===== config.mk =====
export PLATFORM = sky130hd
export DESIGN_NAME = jdc_ctrl_status
export DESIGN_NICKNAME = d
export VERILOG_FILES = /design/src/rtl/jdc_pkg.sv /design/src/rtl/jdc_mst_if.sv /design/src/rtl/jdc_ctrl_status.sv /design/src/rtl/jdc_wb_master.sv
export SDC_FILE = /design/constraint.sdc
export NUM_CORES = 1
export LEC_CHECK = 0
export ABC_AREA = 1
export CORE_ASPECT_RATIO = 0.75
export CORE_MARGIN = 1
export CORE_UTILIZATION = 30
export CTS_BUF_LIST = sky130_fd_sc_hd__clkbuf_8
export DETAILED_ROUTE_END_ITERATION = 8
export DONT_BUFFER_PORTS = 1
export HOLD_SLACK_MARGIN = 0.02
export PLACE_DENSITY = 0.43
export SLEW_MARGIN = 10
export SYNTH_ARGS = -nofsm -noshare
export SYNTH_HDL_FRONTEND = slang
export SYNTH_SLANG_ARGS = --single-unit

===== constraint.sdc =====
create_clock -name clk_sys -period 3.25 [get_ports clk_sys]
set_input_delay 0.325 -clock clk_sys [delete_from_list [all_inputs] [get_ports clk_sys]]
set_output_delay 0.325 -clock clk_sys [all_outputs]
set_load 0.01 [all_outputs]

===== src/rtl/jdc_pkg.sv =====
// Constants shared by the decoder control and status block
package jdc_pkg;

   // ----------------------------------------------------------------
   // Register word addresses on the host slave port
   // ----------------------------------------------------------------
   localparam logic [3:0] JDC_ADR_STATUS = 4'h0; // Decoder status
   localparam logic [3:0] JDC_ADR_MASK = 4'h1; // Interrupt enable mask

   // ----------------------------------------------------------------
   // Bit positions inside the status and mask registers
   // ----------------------------------------------------------------
   localparam int JDC_BIT_DONE = 0; // Image finished
   localparam int JDC_BIT_REMPTY = 1; // Input exhausted
   localparam int JDC_BIT_WFULL = 2; // Output window full
   localparam int JDC_BIT_ERR = 3; // Summary error
   localparam int JDC_BIT_NOTIMG = 4; // Not an image
   localparam int JDC_BIT_CORRUPT = 5; // Corrupt stream
   localparam int JDC_BIT_UNSUP = 6; // Unsupported coding
   localparam int JDC_BIT_START = 7; // Start, write only
   localparam int JDC_BIT_SRST = 8; // Soft reset / idle

   // ----------------------------------------------------------------
   // Reset values and writable bit masks
   // ----------------------------------------------------------------
   localparam logic [31:0] JDC_STATUS_RST = 32'h0000_0100; // Status after reset
   localparam logic [8:0] JDC_MASK_RST = 9'h000; // Mask after reset
   localparam logic [8:0] JDC_MASK_WRBITS = 9'h17f; // Bit 7 not stored
   localparam int JDC_FLAG_W = 9; // Implemented low bits

   // ----------------------------------------------------------------
   // Master port constants
   // ----------------------------------------------------------------
   localparam logic [3:0] JDC_SEL_ALL = 4'hf; // Full word lanes

   // Decoder control states
   typedef enum logic [1:0] {ST_IDLE, ST_RUN, ST_DONE, ST_ERR} jdc_state_t;

endpackage : jdc_pkg


===== src/rtl/jdc_mst_if.sv =====
// Request channel between the control block and its memory master
interface jdc_mst_if;
   logic req; // Transfer request
   logic we; // 1 write, 0 read
   logic [31:0] adr; // Byte address
   logic [31:0] wdat; // Write data
   logic last; // Final transfer of a bus cycle
   logic abort; // Close an open cycle between transfers
   logic ready; // Request taken this cycle
   logic [31:0] rdat; // Read data
   logic rvalid; // Transfer completed pulse

   // Control side issues requests
   modport ctrl (output req, we, adr, wdat, last, abort, input ready, rdat, rvalid);
   // Master side serves them
   modport mst (input req, we, adr, wdat, last, abort, output ready, rdat, rvalid);
endinterface : jdc_mst_if


===== src/rtl/jdc_ctrl_status.sv =====
// Control, status and interrupt logic of the image decoder
// Notes on behaviour
// - Rising clock; reset returns everything to idle
// - Four-bit word address picks the register
// - Byte selects gate each written data lane
// - Write enable low reads, high writes
// - Acknowledge only after access has completed
// - Interrupt when any set status bit is unmasked
// - Master cycle spans transfers, strobe each one
// - Master always drives all four selects
// - Master drives address; memory acknowledges each
// - Status resets to 0x100; idle flag cleared by start
// - Soft reset ends decode, clears error flags
// - Start resets, clears flags, then decodes
// - Start bit always reads back zero
// - Unsupported coding sets bit six
// - Unclassified processing error sets bit five
// - Missing image marking sets bit four
// - Summary error ORs three causes, aborts
// - Output window overrun pauses; write one resumes
// - Input exhausted pauses; write one resumes
// - Done set on clean finish, cleared by reset/start
// - Writes to read-only flags are ignored
// - Mask resets zero; bit seven reads zero
// - Input byte count zero sets input empty
module jdc_ctrl_status
   import jdc_pkg::*;
(
   input wire logic clk_sys,
   input wire logic reset_n,
   // Host slave port
   input wire logic wb_cyc_i,
   input wire logic wb_stb_i,
   input wire logic wb_we_i,
   input wire logic [3:0] wb_adr_i,
   input wire logic [3:0] wb_sel_i,
   input wire logic [31:0] wb_dat_i,
   output logic [31:0] wb_dat_o,
   output logic wb_ack_o,
   output logic int_o,
   // Memory master port
   output logic m_cyc_o,
   output logic m_stb_o,
   output logic m_we_o,
   output logic [3:0] m_sel_o,
   output logic [31:0] m_adr_o,
   output logic [31:0] m_dat_o,
   input wire logic [31:0] m_dat_i,
   input wire logic m_ack_i,
   // Decoding pipeline side
   output logic dec_start,
   output logic dec_abort,
   output logic dec_run,
   input wire logic ev_unsup,
   input wire logic ev_corrupt,
   input wire logic ev_notimg,
   input wire logic ev_done,
   input wire logic ev_out_of_window,
   input wire logic in_bytes_zero,
   input wire logic pipe_req,
   input wire logic pipe_we,
   input wire logic [31:0] pipe_adr,
   input wire logic [31:0] pipe_wdat,
   input wire logic pipe_last,
   output logic pipe_ready,
   output logic [31:0] pipe_rdat,
   output logic pipe_rvalid
);

   // ----------------------------------------------------------------
   // Helpers
   // ----------------------------------------------------------------
   // Written data bit, honoured only when its byte lane is selected
   function automatic logic lane_bit(input logic [31:0] dat, input logic [3:0] sel,
                                     input int pos);
      lane_bit = dat[pos] & sel[pos / 8];
   endfunction : lane_bit

   // Merge selected byte lanes of new data over old data
   function automatic logic [31:0] lane_merge(input logic [31:0] old,
                                              input logic [31:0] dat,
                                              input logic [3:0] sel);
      logic [31:0] res;
      res = old;
      for (int i = 0; i < 4; i++)
      begin
         if (sel[i])
            res[i*8 +: 8] = dat[i*8 +: 8];
      end
      lane_merge = res;
   endfunction : lane_merge

   // ----------------------------------------------------------------
   // Declarations
   // ----------------------------------------------------------------
   jdc_state_t state_reg; // Decoder control state
   jdc_state_t state_next; // Next control state
   logic ack_reg; // Slave acknowledge
   logic acc; // New slave access this cycle
   logic wr_stat; // Write to status
   logic wr_mask; // Write to mask
   logic wr_srst; // Soft reset requested
   logic wr_start; // Start requested
   logic clr_all; // Clear of all cause flags
   logic clr_wfull; // Write one to output full
   logic clr_rempty; // Write one to input empty
   logic run_st; // Decode active (maybe paused)
   logic set_unsup; // Unsupported event taken
   logic set_corrupt; // Corruption event taken
   logic set_notimg; // Not-an-image event taken
   logic set_err; // Any error event taken
   logic set_done; // Clean finish taken
   logic set_wfull; // Window overrun taken
   logic set_rempty; // Input exhaustion taken
   logic unsup_reg; // Unsupported flag
   logic corrupt_reg; // Corrupt flag
   logic notimg_reg; // Not-an-image flag
   logic wfull_reg; // Output full flag
   logic rempty_reg; // Input empty flag
   logic done_reg; // Done flag
   logic err_flag; // Summary error
   logic [8:0] mask_reg; // Interrupt enables
   logic [31:0] status_view; // Status as read

   jdc_mst_if mst_ch (); // Channel to master

   // ----------------------------------------------------------------
   // Slave access decode
   // ----------------------------------------------------------------
   assign acc = wb_cyc_i & wb_stb_i & ~ack_reg;
   assign wr_stat = acc & wb_we_i & (wb_adr_i == JDC_ADR_STATUS);
   assign wr_mask = acc & wb_we_i & (wb_adr_i == JDC_ADR_MASK);
   assign wr_srst = wr_stat & lane_bit(wb_dat_i, wb_sel_i, JDC_BIT_SRST);
   assign wr_start = wr_stat & lane_bit(wb_dat_i, wb_sel_i, JDC_BIT_START);
   assign clr_all = wr_srst | wr_start;
   assign clr_wfull = wr_stat & lane_bit(wb_dat_i, wb_sel_i, JDC_BIT_WFULL);
   assign clr_rempty = wr_stat & lane_bit(wb_dat_i, wb_sel_i, JDC_BIT_REMPTY);

   // Acknowledge one cycle after the access is carried out
   always_ff @(posedge clk_sys or negedge reset_n)
   begin
      if (!reset_n)
         ack_reg <= 1'b0;
      else
         ack_reg <= acc;
   end

   // Read data captured with the access
   always_ff @(posedge clk_sys or negedge reset_n)
   begin
      if (!reset_n)
         wb_dat_o <= '0;
      else if (acc && !wb_we_i)
      begin
         case (wb_adr_i)
            JDC_ADR_STATUS: wb_dat_o <= status_view;
            JDC_ADR_MASK: wb_dat_o <= {23'h000000, mask_reg};
            default: wb_dat_o <= '0; // Unmapped reads zero
         endcase
      end
   end

   assign wb_ack_o = ack_reg;

   // ----------------------------------------------------------------
   // Event qualification
   // ----------------------------------------------------------------
   assign run_st = (state_reg == ST_RUN);
   assign set_unsup = run_st & ev_unsup;
   assign set_corrupt = run_st & ev_corrupt;
   assign set_notimg = run_st & ev_notimg;
   assign set_err = set_unsup | set_corrupt | set_notimg;
   assign set_done = run_st & ev_done & ~set_err;
   assign set_wfull = run_st & ev_out_of_window;
   assign set_rempty = run_st & in_bytes_zero & ~ev_done;

   // ----------------------------------------------------------------
   // Status flags; an event in the clearing cycle wins
   // ----------------------------------------------------------------
   // Error cause flags, read only to the host
   always_ff @(posedge clk_sys or negedge reset_n)
   begin
      if (!reset_n)
      begin
         unsup_reg <= JDC_STATUS_RST[JDC_BIT_UNSUP];
         corrupt_reg <= JDC_STATUS_RST[JDC_BIT_CORRUPT];
         notimg_reg <= JDC_STATUS_RST[JDC_BIT_NOTIMG];
      end
      else
      begin
         unsup_reg <= (unsup_reg & ~clr_all) | set_unsup;
         corrupt_reg <= (corrupt_reg & ~clr_all) | set_corrupt;
         notimg_reg <= (notimg_reg & ~clr_all) | set_notimg;
      end
   end

   // Pause flags, cleared by writing one
   always_ff @(posedge clk_sys or negedge reset_n)
   begin
      if (!reset_n)
      begin
         wfull_reg <= JDC_STATUS_RST[JDC_BIT_WFULL];
         rempty_reg <= JDC_STATUS_RST[JDC_BIT_REMPTY];
      end
      else
      begin
         wfull_reg <= (wfull_reg & ~(clr_all | clr_wfull)) | set_wfull;
         rempty_reg <= (rempty_reg & ~(clr_all | clr_rempty)) | set_rempty;
      end
   end

   // Done flag, cleared only by soft reset or start
   always_ff @(posedge clk_sys or negedge reset_n)
   begin
      if (!reset_n)
         done_reg <= JDC_STATUS_RST[JDC_BIT_DONE];
      else
         done_reg <= (done_reg & ~clr_all) | set_done;
   end

   // Summary error follows its three causes
   assign err_flag = unsup_reg | corrupt_reg | notimg_reg;

   // ----------------------------------------------------------------
   // Decoder control state
   // ----------------------------------------------------------------
   // Soft reset beats an error event, and an error event beats start
   always_comb
   begin
      state_next = state_reg;
      if (wr_srst)
         state_next = ST_IDLE;
      else if (set_err)
         state_next = ST_ERR;
      else if (wr_start)
         state_next = ST_RUN;
      else
      begin
         case (state_reg)
            ST_RUN:
               if (set_err)
                  state_next = ST_ERR;
               else if (set_done)
                  state_next = ST_DONE;
            ST_IDLE: state_next = ST_IDLE;
            ST_DONE: state_next = ST_DONE;
            ST_ERR: state_next = ST_ERR;
            default: state_next = ST_IDLE;
         endcase
      end
   end

   // State register
   always_ff @(posedge clk_sys or negedge reset_n)
   begin
      if (!reset_n)
         state_reg <= ST_IDLE;
      else
         state_reg <= state_next;
   end

   // Pulses to the pipeline
   always_ff @(posedge clk_sys or negedge reset_n)
   begin
      if (!reset_n)
      begin
         dec_start <= 1'b0;
         dec_abort <= 1'b0;
      end
      else
      begin
         dec_start <= wr_start & ~wr_srst & ~set_err;
         dec_abort <= clr_all;
      end
   end

   // Pipeline may move only while running and not paused
   assign dec_run = run_st & ~wfull_reg & ~rempty_reg;

   // ----------------------------------------------------------------
   // Interrupt mask and output
   // ----------------------------------------------------------------
   // Mask register; bit 7 never stored
   always_ff @(posedge clk_sys or negedge reset_n)
   begin
      if (!reset_n)
         mask_reg <= JDC_MASK_RST;
      else if (wr_mask)
         mask_reg <= JDC_FLAG_W'(lane_merge({23'h000000, mask_reg}, wb_dat_i, wb_sel_i))
                     & JDC_MASK_WRBITS;
   end

   // Readable status word; start reads zero
   assign status_view = {23'h000000, (state_reg == ST_IDLE), 1'b0, unsup_reg, corrupt_reg,
                         notimg_reg, err_flag, wfull_reg, rempty_reg, done_reg};

   // Level interrupt of any enabled status bit
   assign int_o = |(status_view[JDC_FLAG_W-1:0] & mask_reg);

   // ----------------------------------------------------------------
   // Memory master
   // ----------------------------------------------------------------
   assign mst_ch.req = pipe_req & dec_run; // Pause holds new transfers
   assign mst_ch.we = pipe_we;
   assign mst_ch.adr = pipe_adr;
   assign mst_ch.wdat = pipe_wdat;
   assign mst_ch.last = pipe_last;
   assign mst_ch.abort = dec_abort | ~run_st; // Close a cut chain once not running
   assign pipe_ready = mst_ch.ready & dec_run;
   assign pipe_rdat = mst_ch.rdat;
   assign pipe_rvalid = mst_ch.rvalid;

   // Bus master instance
   jdc_wb_master u_master (
      .clk_sys(clk_sys),
      .reset_n(reset_n),
      .mp(mst_ch.mst),
      .m_cyc_o(m_cyc_o),
      .m_stb_o(m_stb_o),
      .m_we_o(m_we_o),
      .m_sel_o(m_sel_o),
      .m_adr_o(m_adr_o),
      .m_dat_o(m_dat_o),
      .m_dat_i(m_dat_i),
      .m_ack_i(m_ack_i)
   );

   // ----------------------------------------------------------------
   // Checks
   // ----------------------------------------------------------------
   ack_follows_req_a:
      assert property (@(posedge clk_sys) disable iff (!reset_n)
         (wb_cyc_i && wb_stb_i && !wb_ack_o) |=> (wb_ack_o ##1 !wb_ack_o))
      else $error("slave ack not one cycle after request");
   irq_unmasked_a:
      assert property (@(posedge clk_sys) disable iff (!reset_n)
         (mask_reg[2] && wfull_reg) || (mask_reg[8] && state_reg == ST_IDLE) |-> int_o)
      else $error("interrupt missing for enabled flag");
   start_reads_zero_a:
      assert property (@(posedge clk_sys) disable iff (!reset_n)
         wb_ack_o |-> !wb_dat_o[7])
      else $error("start bit read back as one");
   err_summary_a:
      assert property (@(posedge clk_sys) disable iff (!reset_n)
         err_flag |-> (!dec_run && state_reg != ST_RUN) || $past(wr_start))
      else $error("error did not abort decode");
   srst_clears_a:
      assert property (@(posedge clk_sys) disable iff (!reset_n)
         (wr_srst && !set_err && !set_done && !set_wfull && !set_rempty) |=>
         (state_reg == ST_IDLE && !err_flag && !wfull_reg && !rempty_reg && !done_reg))
      else $error("soft reset left flags set");
   start_runs_a:
      assert property (@(posedge clk_sys) disable iff (!reset_n)
         (wr_start && !wr_srst && !set_err) |=> (state_reg == ST_RUN && dec_start ##1 !dec_start))
      else $error("start did not begin decode");
   mask_bit7_zero_a:
      assert property (@(posedge clk_sys) disable iff (!reset_n) !mask_reg[7])
      else $error("mask bit 7 stored");
   done_holds_a:
      assert property (@(posedge clk_sys) disable iff (!reset_n)
         (done_reg && !clr_all) |=> done_reg)
      else $error("done flag lost without clear");
   pause_stops_a:
      assert property (@(posedge clk_sys) disable iff (!reset_n)
         (set_wfull && !clr_all) |=> (wfull_reg && !dec_run))
      else $error("window overrun did not pause");

endmodule : jdc_ctrl_status


===== src/rtl/jdc_wb_master.sv =====
// Memory bus master that runs single or chained full-word transfers
module jdc_wb_master
   import jdc_pkg::*;
(
   input wire logic clk_sys,
   input wire logic reset_n,
   jdc_mst_if.mst mp,
   output logic m_cyc_o,
   output logic m_stb_o,
   output logic m_we_o,
   output logic [3:0] m_sel_o,
   output logic [31:0] m_adr_o,
   output logic [31:0] m_dat_o,
   input wire logic [31:0] m_dat_i,
   input wire logic m_ack_i
);

   // ----------------------------------------------------------------
   // Transfer state
   // ----------------------------------------------------------------
   logic cyc_reg; // Bus cycle open
   logic stb_reg; // Transfer outstanding
   logic last_reg; // Current transfer closes cycle
   logic take; // Request accepted
   logic done; // Outstanding transfer acknowledged

   assign take = mp.req & ~stb_reg;
   assign done = stb_reg & m_ack_i;
   assign mp.ready = ~stb_reg;

   // Strobe marks each single transfer
   always_ff @(posedge clk_sys or negedge reset_n)
   begin
      if (!reset_n)
         stb_reg <= 1'b0;
      else if (take)
         stb_reg <= 1'b1;
      else if (done)
         stb_reg <= 1'b0;
   end

   // Cycle stays up across a chain of transfers
   always_ff @(posedge clk_sys or negedge reset_n)
   begin
      if (!reset_n)
         cyc_reg <= 1'b0;
      else if (take)
         cyc_reg <= 1'b1;
      else if (done && last_reg)
         cyc_reg <= 1'b0;
      else if (mp.abort && !stb_reg)
         cyc_reg <= 1'b0; // Abandoned chain
   end

   // Address, direction and data latched on acceptance
   always_ff @(posedge clk_sys or negedge reset_n)
   begin
      if (!reset_n)
      begin
         m_adr_o <= '0;
         m_dat_o <= '0;
         m_we_o <= 1'b0;
         last_reg <= 1'b0;
      end
      else if (take)
      begin
         m_adr_o <= mp.adr;
         m_dat_o <= mp.wdat;
         m_we_o <= mp.we;
         last_reg <= mp.last;
      end
   end

   // Read data and completion back to the requester
   always_ff @(posedge clk_sys or negedge reset_n)
   begin
      if (!reset_n)
      begin
         mp.rdat <= '0;
         mp.rvalid <= 1'b0;
      end
      else
      begin
         mp.rvalid <= done;
         if (done && !m_we_o)
            mp.rdat <= m_dat_i;
      end
   end

   assign m_cyc_o = cyc_reg;
   assign m_stb_o = stb_reg;
   assign m_sel_o = JDC_SEL_ALL;

   // ----------------------------------------------------------------
   // Checks
   // ----------------------------------------------------------------
   stb_in_cyc_a:
      assert property (@(posedge clk_sys) disable iff (!reset_n) m_stb_o |-> m_cyc_o)
      else $error("strobe outside cycle");
   sel_full_a:
      assert property (@(posedge clk_sys) disable iff (!reset_n)
         m_cyc_o |-> m_sel_o == 4'hf)
      else $error("master select not full word");
   adr_held_a:
      assert property (@(posedge clk_sys) disable iff (!reset_n)
         (m_stb_o && !m_ack_i) |=> (m_stb_o && $stable(m_adr_o) && $stable(m_we_o)))
      else $error("master transfer changed before ack");

endmodule : jdc_wb_master


==> results of run 1 <==
[cells by family after synthesis]
group,share of synthesized area
multiplexers,0.0672
buffers and inverters,0.0828
AO/OA/AOI/OAI,0.0340
AND/OR/NAND/NOR,0.218
other,0.00140
flip-flops,0.597
[synth_stat cells (all sizes together)]
| library cell | number | share of area |
|---|---|---|
| nand2 | 175 | 0.12 |
| dfrtp | 128 | 0.60 |
| nand3 | 79 | 0.074 |
| buf | 38 | 0.049 |
| inv | 34 | 0.024 |
| mux2 | 32 | 0.067 |
| nor2 | 17 | 0.012 |
| a21oi | 16 | 0.015 |
| clkbuf | 15 | 0.010 |
| o21ai | 15 | 0.014 |
| o22ai | 3 | 0.0035 |
| conb | 2 | 0.0014 |
| nand4 | 2 | 0.0023 |
| nor3 | 2 | 0.0019 |
| a221oi | 1 | 0.0016 |
| nand3b | 1 | 0.0014 |
| nor4 | 1 | 0.0040 |
[stage by stage]
stage          worst slack [ns]  cells  cell area, sq um  hold WS, ns
2_1_floorplan              1.79    587              5460       0.0294
3_3_place_gp               1.35    773              5470       0.0326
3_5_place_dp               1.33    773              5470       0.0331
==> results by group, run 1 <==
Clock tree
  • Post-CTS Resized: 0
  • CTS Sinks: 128
  • H-Tree Level Count: 4
  • Hold Buf Count CTS: 162
  • Clock Path Buffers: 2
  • CTS root buffer: clkbuf_8
  • Post-CTS setup buffer count: 0
  • Total CTS buffers: 17

Outcome
  • Err: [ERROR RSZ-0060] Max buffer count reached.
  • Outcome: aborted with a tool error
  • Last stage: clock tree synthesis

Synthesis
  • Seq/Total Area, Yosys: 0.597
  • Synth cell types: 19
  • Synth Register Bits: 128
  • Yosys warning count: 0
  • Cell area after synthesis: 0.00537 sq mm
  • Cell count after synthesis: 561
  • Syn_area_per_cell: 9.56 sq um

Floorplanning
  • Initial Utilization: 0.313
  • Die X: 156 microns
  • Die Y-Extent: 118 microns
  • I/O pin total: 293
  • Rows: 41

Place
  • Port bufs: 0
  • Gp weighted congestion: 0.836
  • Post-DP HPWL: 9180 microns
==> inputs of run 2 (changes only) <==
CORE_ASPECT_RATIO = unset   (was 0.75)
CORE_UTILIZATION = 20   (was 30)
CTS_BUF_LIST = unset   (was sky130_fd_sc_hd__clkbuf_8)
HOLD_SLACK_MARGIN = unset   (was 0.02)
PLACE_DENSITY = unset   (was 0.43)
PLACE_DENSITY_LB_ADDON = 0.15   (was unset)
==> results by group, run 2 <==
Outcome
  • Outcome: complete, but fails checks (was aborted with a tool error)
  • Failing checks: DRC, hold timing

Timing
  • Final hold viol count: 128
  • Peak Freq: 453 MHz
  • Fin Setup TNS: 0 ns
  • Slew Limit Fails: 0
  • Hold slack: -0.400 ns
  • Period Utilization, post-route: 0.680
  • RSZ-0062 raised after global routing: false
  • Slew @ Worst Pin: 0.789 ns
  • Slew HR: 0.474
  • Setup violators final: 0
  • Min cycle time layout: 2.21 ns
  • Skew final: 0.0106 ns

Floorplanning
  • Die X: 166 microns (was 156 microns)
  • Initial Utilization: 0.205 (was 0.313)
  • Rows: 59 (was 41)
  • I/O pin total: 293 (unchanged)
  • Core ar.: 0.0262 sq mm
  • Die area: 0.0275 sq mm
  • Die Y-Extent: 166 microns (was 118 microns)

Clock tree
  • Clock slew at reported path FFs: 0.06 ns
  • CTS Sinks: 128 (unchanged)
  • Post-CTS setup buffer count: 0 (unchanged)
  • Clock Path Buffers: 2 (unchanged)
  • Post-CTS Resized: 0 (unchanged)
  • Hold Buf Count CTS: 1 (was 162)
  • H-Tree Level Count: 4 (unchanged)
  • Clk Latency, worst-skew pair: 0.42 ns
  • CTS root buffer: clkbuf_16 (was clkbuf_8)
  • CTS tree: built
  • Total CTS buffers: 17 (unchanged)

Synthesis
  • Yosys warning count: 0 (unchanged)
  • Most frequent cell after synthesis: nand2_1 (unchanged)
  • Area contributors post-synth: dfrtp_1 (60%), nand2_1 (12%), nand3_1 (7.4%) (unchanged)
  • Synth cell types: 19 (unchanged)
  • Share of the synthesized area in the top cell type: 0.597 (unchanged)
  • Syn_area_per_cell: 9.56 sq um (unchanged)
  • Seq/Total Area, Yosys: 0.597 (unchanged)
  • Cell count after synthesis: 561 (unchanged)
  • Cell area after synthesis: 0.00537 sq mm (unchanged)
  • Top cells by count, synth: nand2_1 (175), dfrtp_1 (128), nand3_1 (79) (unchanged)
  • Main synth FF type: dfrtp_1 (unchanged)
  • Cell taking the most area after synthesis: dfrtp_1 (unchanged)
  • Async SR Flop Fraction: 1.00 (unchanged)
  • Synth Register Bits: 128 (unchanged)
  • EDFF count, synth: 0 (unchanged)

Global routing
  • Vias in the first global route: 3822
  • Largest net degree at the start of global routing: 129
  • GRT Overall Usage: 0.113
  • Overflow after GRT: 0
  • First-pass GRT wire length: 23500 microns
  • Antenna violations before repair: 1

Critical path
  • Reg2Reg Setup Slack: 1.37 ns
  • CP peak stage delay: 0.67 ns
  • Count of cell instances traversed by the critical path: 2
  • Worst path top cell family by delay: buffers and inverters
  • CP Capture Type: output pin
  • CP max-delay cell: buf_4
  • Crit path cell chain: nor4_4 -> buf_4
  • Worst path arrival time: 1.88 ns
  • R2R depth: 4
  • Startpoint Class: flop
  • Worst-path fanout max: 67
  • Worst EP required: 2.92 ns
  • Kind of critical path: reg2out
  • Buf/Inv on CP: 1

Job
  • Max capacitance violation total: 0

Detailed routing
  • Via count: 3746
  • Final WL: 14900 microns
  • Routed vias/inst: 4.13
  • Wirelength per Cell: 16.5 microns
  • Drt initial violations: 250
  • DRC Markers: 26
  • DR pass1 iterations: 6
  • Final antenna-violating net count: 0

Place
  • Port bufs: 0 (unchanged)
  • Placed cell count: 873 (was 773)
  • Post-DP HPWL: 10200 microns (was 9180 microns)
  • Gp weighted congestion: 0.773 (was 0.836)

Finish
  • FF+latch area: 0.00320 sq mm
  • Synth-to-Final Area Change: 16.0%
  • Most common cell after layout, fill and taps aside: nand2_1
  • Most frequent cells in the layout: nand2_1 (174), dfrtp_1 (128), nand3_1 (79)
  • Share of layout cells above drive strength 1: 0.123
  • Largest registers: u_master.m_adr_o x32, u_master.m_dat_o x32, u_master.mp.rdat x32
  • Post-route insts no fill: 907
  • NumNets Final: 709
  • Multi-input gate area: 0.00182 sq mm
  • Fillers: 2807

Hold path
  • HP Class: in2async

Pwr
  • Pwr/cell area: 655 mW/mm^2
  • Pleak: 3.17 nW
  • PnR Total Power: 0.00408 W
  • IR drop worst, VDD: 0.253 mV
run 2: stage by stage:
stage | setup WS [ns] | hold slack, ns | cell area (sq um) | utilization
2_1_floorplan | 1.79 | 0.0294 | 5460 | -
3_3_place_gp | 1.31 | 0.0326 | 5600 | 0.214
3_5_place_dp | 1.33 | 0.0323 | 5600 | 0.214
4_1_cts | 0.986 | -0.428 | 6220 | 0.237
5_1_grt | 0.845 | -0.441 | 6220 | 0.237
6_report | 1.04 | -0.400 | 6220 | 0.237
run 2: where the power goes:
| part | switching [W] | total [W] | internal, W | leakage [nW] |
|---|---|---|---|---|
| Sequential | 0.000166 | 0.00190 | 0.00173 | 1.66 |
| Clock | 0.000782 | 0.00200 | 0.00122 | 0.292 |
| Combinational | 0.0000933 | 0.000176 | 0.0000827 | 1.22 |
| Total | 0.00104 | 0.00408 | 0.00304 | 3.17 |
run 2: area by class of cell:
type / count / share of cell area
diodes: 1 / 0.000402
multi-input cells: 372 / 0.292
repair buffers: 5 / 0.00643
clock buffers: 18 / 0.0690
clock inverters: 14 / 0.0296
flip-flops and latches: 128 / 0.515
inverters: 34 / 0.0205
well taps: 335 / 0.0674
run 2: per-layer routing:
layer  vias up  share of wire  routed length [microns]  global-route usage
met5         -              0                        0                   0
met4         0          0.013                      199              0.0358
met3        12           0.11                     1690              0.0610
met2       179           0.49                     7280               0.188
met1      1801           0.39                     5770               0.123
li1       1754              -                        -                   -
run 2: kinds of logic (layout without fill, tap and decap cells):
logic type / count (synthesis) / after routing / share of synthesized area
compound gates: 35 / 35 / 0.0340
buf+inv: 87 / 71 / 0.0828
flops: 128 / 128 / 0.597
other cells: 2 / 29 / 0.00140
mux: 32 / 32 / 0.0672
simple gates: 277 / 277 / 0.218
run 2: final timing paths:
| kind | end | startpoint |
|---|---|---|
| worst max-delay path | pipe_ready | wfull_reg$_DFF_PN0_ |
| worst min-delay path | u_master.m_dat_o[17]$_DFFE_PN0P_ | reset_n |
| worst max register to register | u_master.m_dat_o[20]$_DFFE_PN0P_ | wfull_reg$_DFF_PN0_ |
| worst min register to register | u_master.last_reg$_DFFE_PN0P_ | u_master.last_reg$_DFFE_PN0P_ |
| max in group asynchronous | u_master.m_stb_o$_DFFE_PN0P_ | reset_n |
| min in group clk_sys | wfull_reg$_DFF_PN0_ | ev_out_of_window |
Power figures use the tool's default switching activity.
==> inputs of run 3 (changes only) <==
ABC_AREA = 0   (was 1)
clock period = 1.95 ns   (was 3.25 ns; I/O delays follow)
==> results by group, run 3 <==
Timing
  • Setup violators final: 0 (unchanged)
  • Min cycle time layout: 1.86 ns
  • Skew final: 0.00821 ns (was 0.0106 ns)
  • Fin Setup TNS: 0 ns (unchanged)
  • Hold slack: -0.523 ns (was -0.400 ns)
  • Slew Limit Fails: 0 (unchanged)
  • RSZ-0062 raised after global routing: false (unchanged)
  • Final hold viol count: 128 (unchanged)
  • Slew @ Worst Pin: 0.515 ns (was 0.789 ns)
  • Slew HR: 0.654 (was 0.474)
  • Peak Freq: 539 MHz
  • Final worst slack: 0.0939 ns (was 1.04 ns)
  • Period Utilization, post-route: 0.952

Floorplanning
  • I/O pin total: 293 (unchanged)
  • Die Y-Extent: 166 microns (about the same)
  • Core ar.: 0.0261 sq mm (was 0.0262 sq mm)
  • Rows: 59 (unchanged)
  • Initial Utilization: 0.205 (about the same)
  • Die area: 0.0274 sq mm (was 0.0275 sq mm)
  • Die X: 166 microns (about the same)

Clock tree
  • Clk Latency, worst-skew pair: 0.41 ns (was 0.42 ns)
  • Clock Path Buffers: 2 (unchanged)
  • Clock slew at reported path FFs: 0.06 ns (about the same)
  • CTS tree: built (unchanged)
  • CTS Sinks: 128 (unchanged)
  • CTS root buffer: clkbuf_16 (unchanged)
  • Total CTS buffers: 17 (unchanged)
  • H-Tree Level Count: 4 (unchanged)
  • Post-CTS setup buffer count: 0 (unchanged)
  • Hold Buf Count CTS: 119 (was 1)

Detailed routing
  • Drt initial violations: 147 (was 250)
  • Via count: 3341 (was 3746)
  • DRC Markers: 40 (was 26)
  • DR pass1 iterations: 6 (unchanged)
  • Final WL: 13600 microns (was 14900 microns)
  • Final antenna-violating net count: 0 (unchanged)
  • Routed vias/inst: 4.00 (was 4.13)
  • Wirelength per Cell: 16.3 microns (was 16.5 microns)

Global routing
  • Vias in the first global route: 3603 (was 3822)
  • Antenna violations before repair: 1 (unchanged)
  • GRT Overall Usage: 0.0986 (was 0.113)
  • Overflow after GRT: 0 (unchanged)
  • Largest net degree at the start of global routing: 129 (unchanged)
  • First-pass GRT wire length: 19900 microns (was 23500 microns)

Critical path
  • CP startpoint: wfull_reg$_DFF_PN0_ (unchanged)
  • CP peak stage delay: 0.47 ns (was 0.67 ns)
  • Worst path top cell family by delay: simple AND/OR/NAND/NOR gates (was buffers and inverters)
  • Worst EP required: 1.75 ns (was 2.92 ns)
  • Reg-to-Reg End: u_master.m_adr_o[0]$_DFFE_PN0P_ (was u_master.m_dat_o[20]$_DFFE_PN0P_)
  • Count of cell instances traversed by the critical path: 3 (was 2)
  • Reg2Reg Setup Slack: 0.25 ns (was 1.37 ns)
  • Crit path cell chain: nor4b_4 -> buf_4 -> and2_2 (was nor4_4 -> buf_4)
  • Startpoint Class: flop (unchanged)
  • Kind of critical path: reg2out (unchanged)
  • Worst-path fanout max: 4 (was 67)
  • R2R Path Start: wfull_reg$_DFF_PN0_ (unchanged)
  • R2R depth: 4 (unchanged)
  • Buf/Inv on CP: 1 (unchanged)
  • Worst path arrival time: 1.66 ns (was 1.88 ns)
  • CP Capture Type: output pin (unchanged)
  • Crit path capture: pipe_ready (unchanged)
  • CP max-delay cell: dfrtp_1 (was buf_4)

Outcome
  • Failing checks: DRC, hold timing (unchanged)
  • Outcome: complete, but fails checks (unchanged)

Place
  • Pre-CTS WS: 0.249 ns (was 1.33 ns)
  • Post-DP HPWL: 9090 microns (was 10200 microns)
  • Gp weighted congestion: 0.722 (was 0.773)
  • Port bufs: 0 (unchanged)
  • Post-DP Area: 0.00566 sq mm (was 0.00560 sq mm)

Synthesis
  • Yosys warning count: 0 (unchanged)
  • Seq/Total Area, Yosys: 0.599 (was 0.597)
  • Async SR Flop Fraction: 1.00 (unchanged)
  • EDFF count, synth: 0 (unchanged)
  • Area contributors post-synth: dfrtp_1 (60%), mux2_2 (16%), mux2_4 (8.1%) (was dfrtp_1 (60%), nand2_1 (12%), nand3_1 (7.4%))
  • Most frequent cell after synthesis: dfrtp_1 (was nand2_1)
  • Top cells by count, synth: dfrtp_1 (128), mux2_2 (76), mux2_4 (29) (was nand2_1 (175), dfrtp_1 (128), nand3_1 (79))
  • Main synth FF type: dfrtp_1 (unchanged)
  • Synth cell types: 35 (was 19)
  • Cell count after synthesis: 358 (was 561)
  • Synth Register Bits: 128 (unchanged)
  • Share of the synthesized area in the top cell type: 0.599 (was 0.597)
  • Syn_area_per_cell: 14.9 sq um (was 9.56 sq um)
  • Cell taking the most area after synthesis: dfrtp_1 (unchanged)
  • Cell area after synthesis: 0.00535 sq mm (was 0.00537 sq mm)

Finish
  • Post-Layout Inst Area: 0.00752 sq mm (was 0.00622 sq mm)
  • Most common cell after layout, fill and taps aside: dfrtp_1 (was nand2_1)
  • Synth-to-Final Area Change: 40.5% (was 16.0%)
  • Most frequent cells in the layout: dfrtp_1 (128), dlygate4sd3_1 (119), mux2_2 (76) (was nand2_1 (174), dfrtp_1 (128), nand3_1 (79))
  • Share of layout cells above drive strength 1: 0.299 (was 0.123)
  • Largest registers: u_master.m_adr_o x32, u_master.m_dat_o x32, u_master.mp.rdat x32 (unchanged)
  • NumNets Final: 637 (was 709)
  • Final core occ: 0.288 (was 0.237)

Pwr
  • IR drop worst, VDD: 0.412 mV (was 0.253 mV)
  • Pwr/cell area: 961 mW/mm^2 (was 655 mW/mm^2)
  • Pleak: 3.51 nW (was 3.17 nW)

Job
  • Max capacitance violation total: 0 (unchanged)

Hold path
  • HP Class: in2async (unchanged)
-- run 3: cell count changes after synthesis, sizes merged, moves of 5 or more --
cell    before  now
a21oi       16    8
a22o         0    5
a22oi        0   10
clkbuf      15    5
inv         34    5
mux2        32  106
nand2      175    4
nand3       79    5
nor2        17   11
o21ai       15    2
-- run 3: per-stage QoR --
stage | hold WS, ns | total power, W | instances
2_1_floorplan | -0.101 | 0.00338 | 384
3_3_place_gp | -0.0972 | 0.00343 | 683
3_5_place_dp | -0.0973 | 0.00344 | 683
4_1_cts | -0.554 | 0.00740 | 834
5_1_grt | -0.564 | 0.00758 | 835
6_report | -0.523 | 0.00722 | 835
-- run 3: where the power goes --
part / switching [W] / internal (W) / total, W
clock network: 0.00123 / 0.00241 / 0.00364
registers: 0.000250 / 0.00286 / 0.00311
logic: 0.000149 / 0.000329 / 0.000478
-- run 3: kinds of logic after synthesis --
family                 share of synthesized area
flip-flops                                 0.599
AND/OR/NAND/NOR                           0.0447
AO/OA/AOI/OAI                             0.0517
other                                    0.00140
buffers and inverters                     0.0603
multiplexers                               0.243
-- run 3: final cells by class --
class,instances,area (sq um)
Antenna cell,1,2.50
Timing Repair Buffer,126,1270
Clock inverter,13,235
Clock buffer,19,433
Fill cell,2631,18600
Sequential cell,128,3200
Tap cell,335,419
Inverter,5,18.8
Multi-Input combinational cell,208,1940
-- run 3: metal layers --
metal | vias up | track usage | routed length, microns
li1 | 1474 | - | -
met1 | 1699 | 0.107 | 5230
met2 | 157 | 0.168 | 7040
met4 | 0 | 0.0401 | 208
met5 | - | 0 | 0
met3 | 11 | 0.0417 | 1150
-- run 3: how the worst min path moves through the flow --
| stage | endpoint | start | slack (ns) | cells past startpoint |
|---|---|---|---|---|
| 4_1_cts | mask_reg[5]$_DFFE_PN0P_ | reset_n | -0.55 | 0 |
| 3_5_place_dp | mask_reg[5]$_DFFE_PN0P_ | reset_n | -0.1 | 0 |
| 2_1_floorplan | corrupt_reg$_DFF_PN0_ | reset_n | -0.10 | 0 |
| 5_1_grt | mask_reg[3]$_DFFE_PN0P_ | reset_n | -0.56 | 0 |
| 6_report | mask_reg[5]$_DFFE_PN0P_ | reset_n | -0.52 | 0 |
| 3_3_place_gp | mask_reg[4]$_DFFE_PN0P_ | reset_n | -0.1 | 0 |
-- run 3: what timing repair did --
action                                  CTS  global route
gates resized for setup                   0             1
endpoints found under the setup margin    0             1
endpoints found under the hold margin   244           128
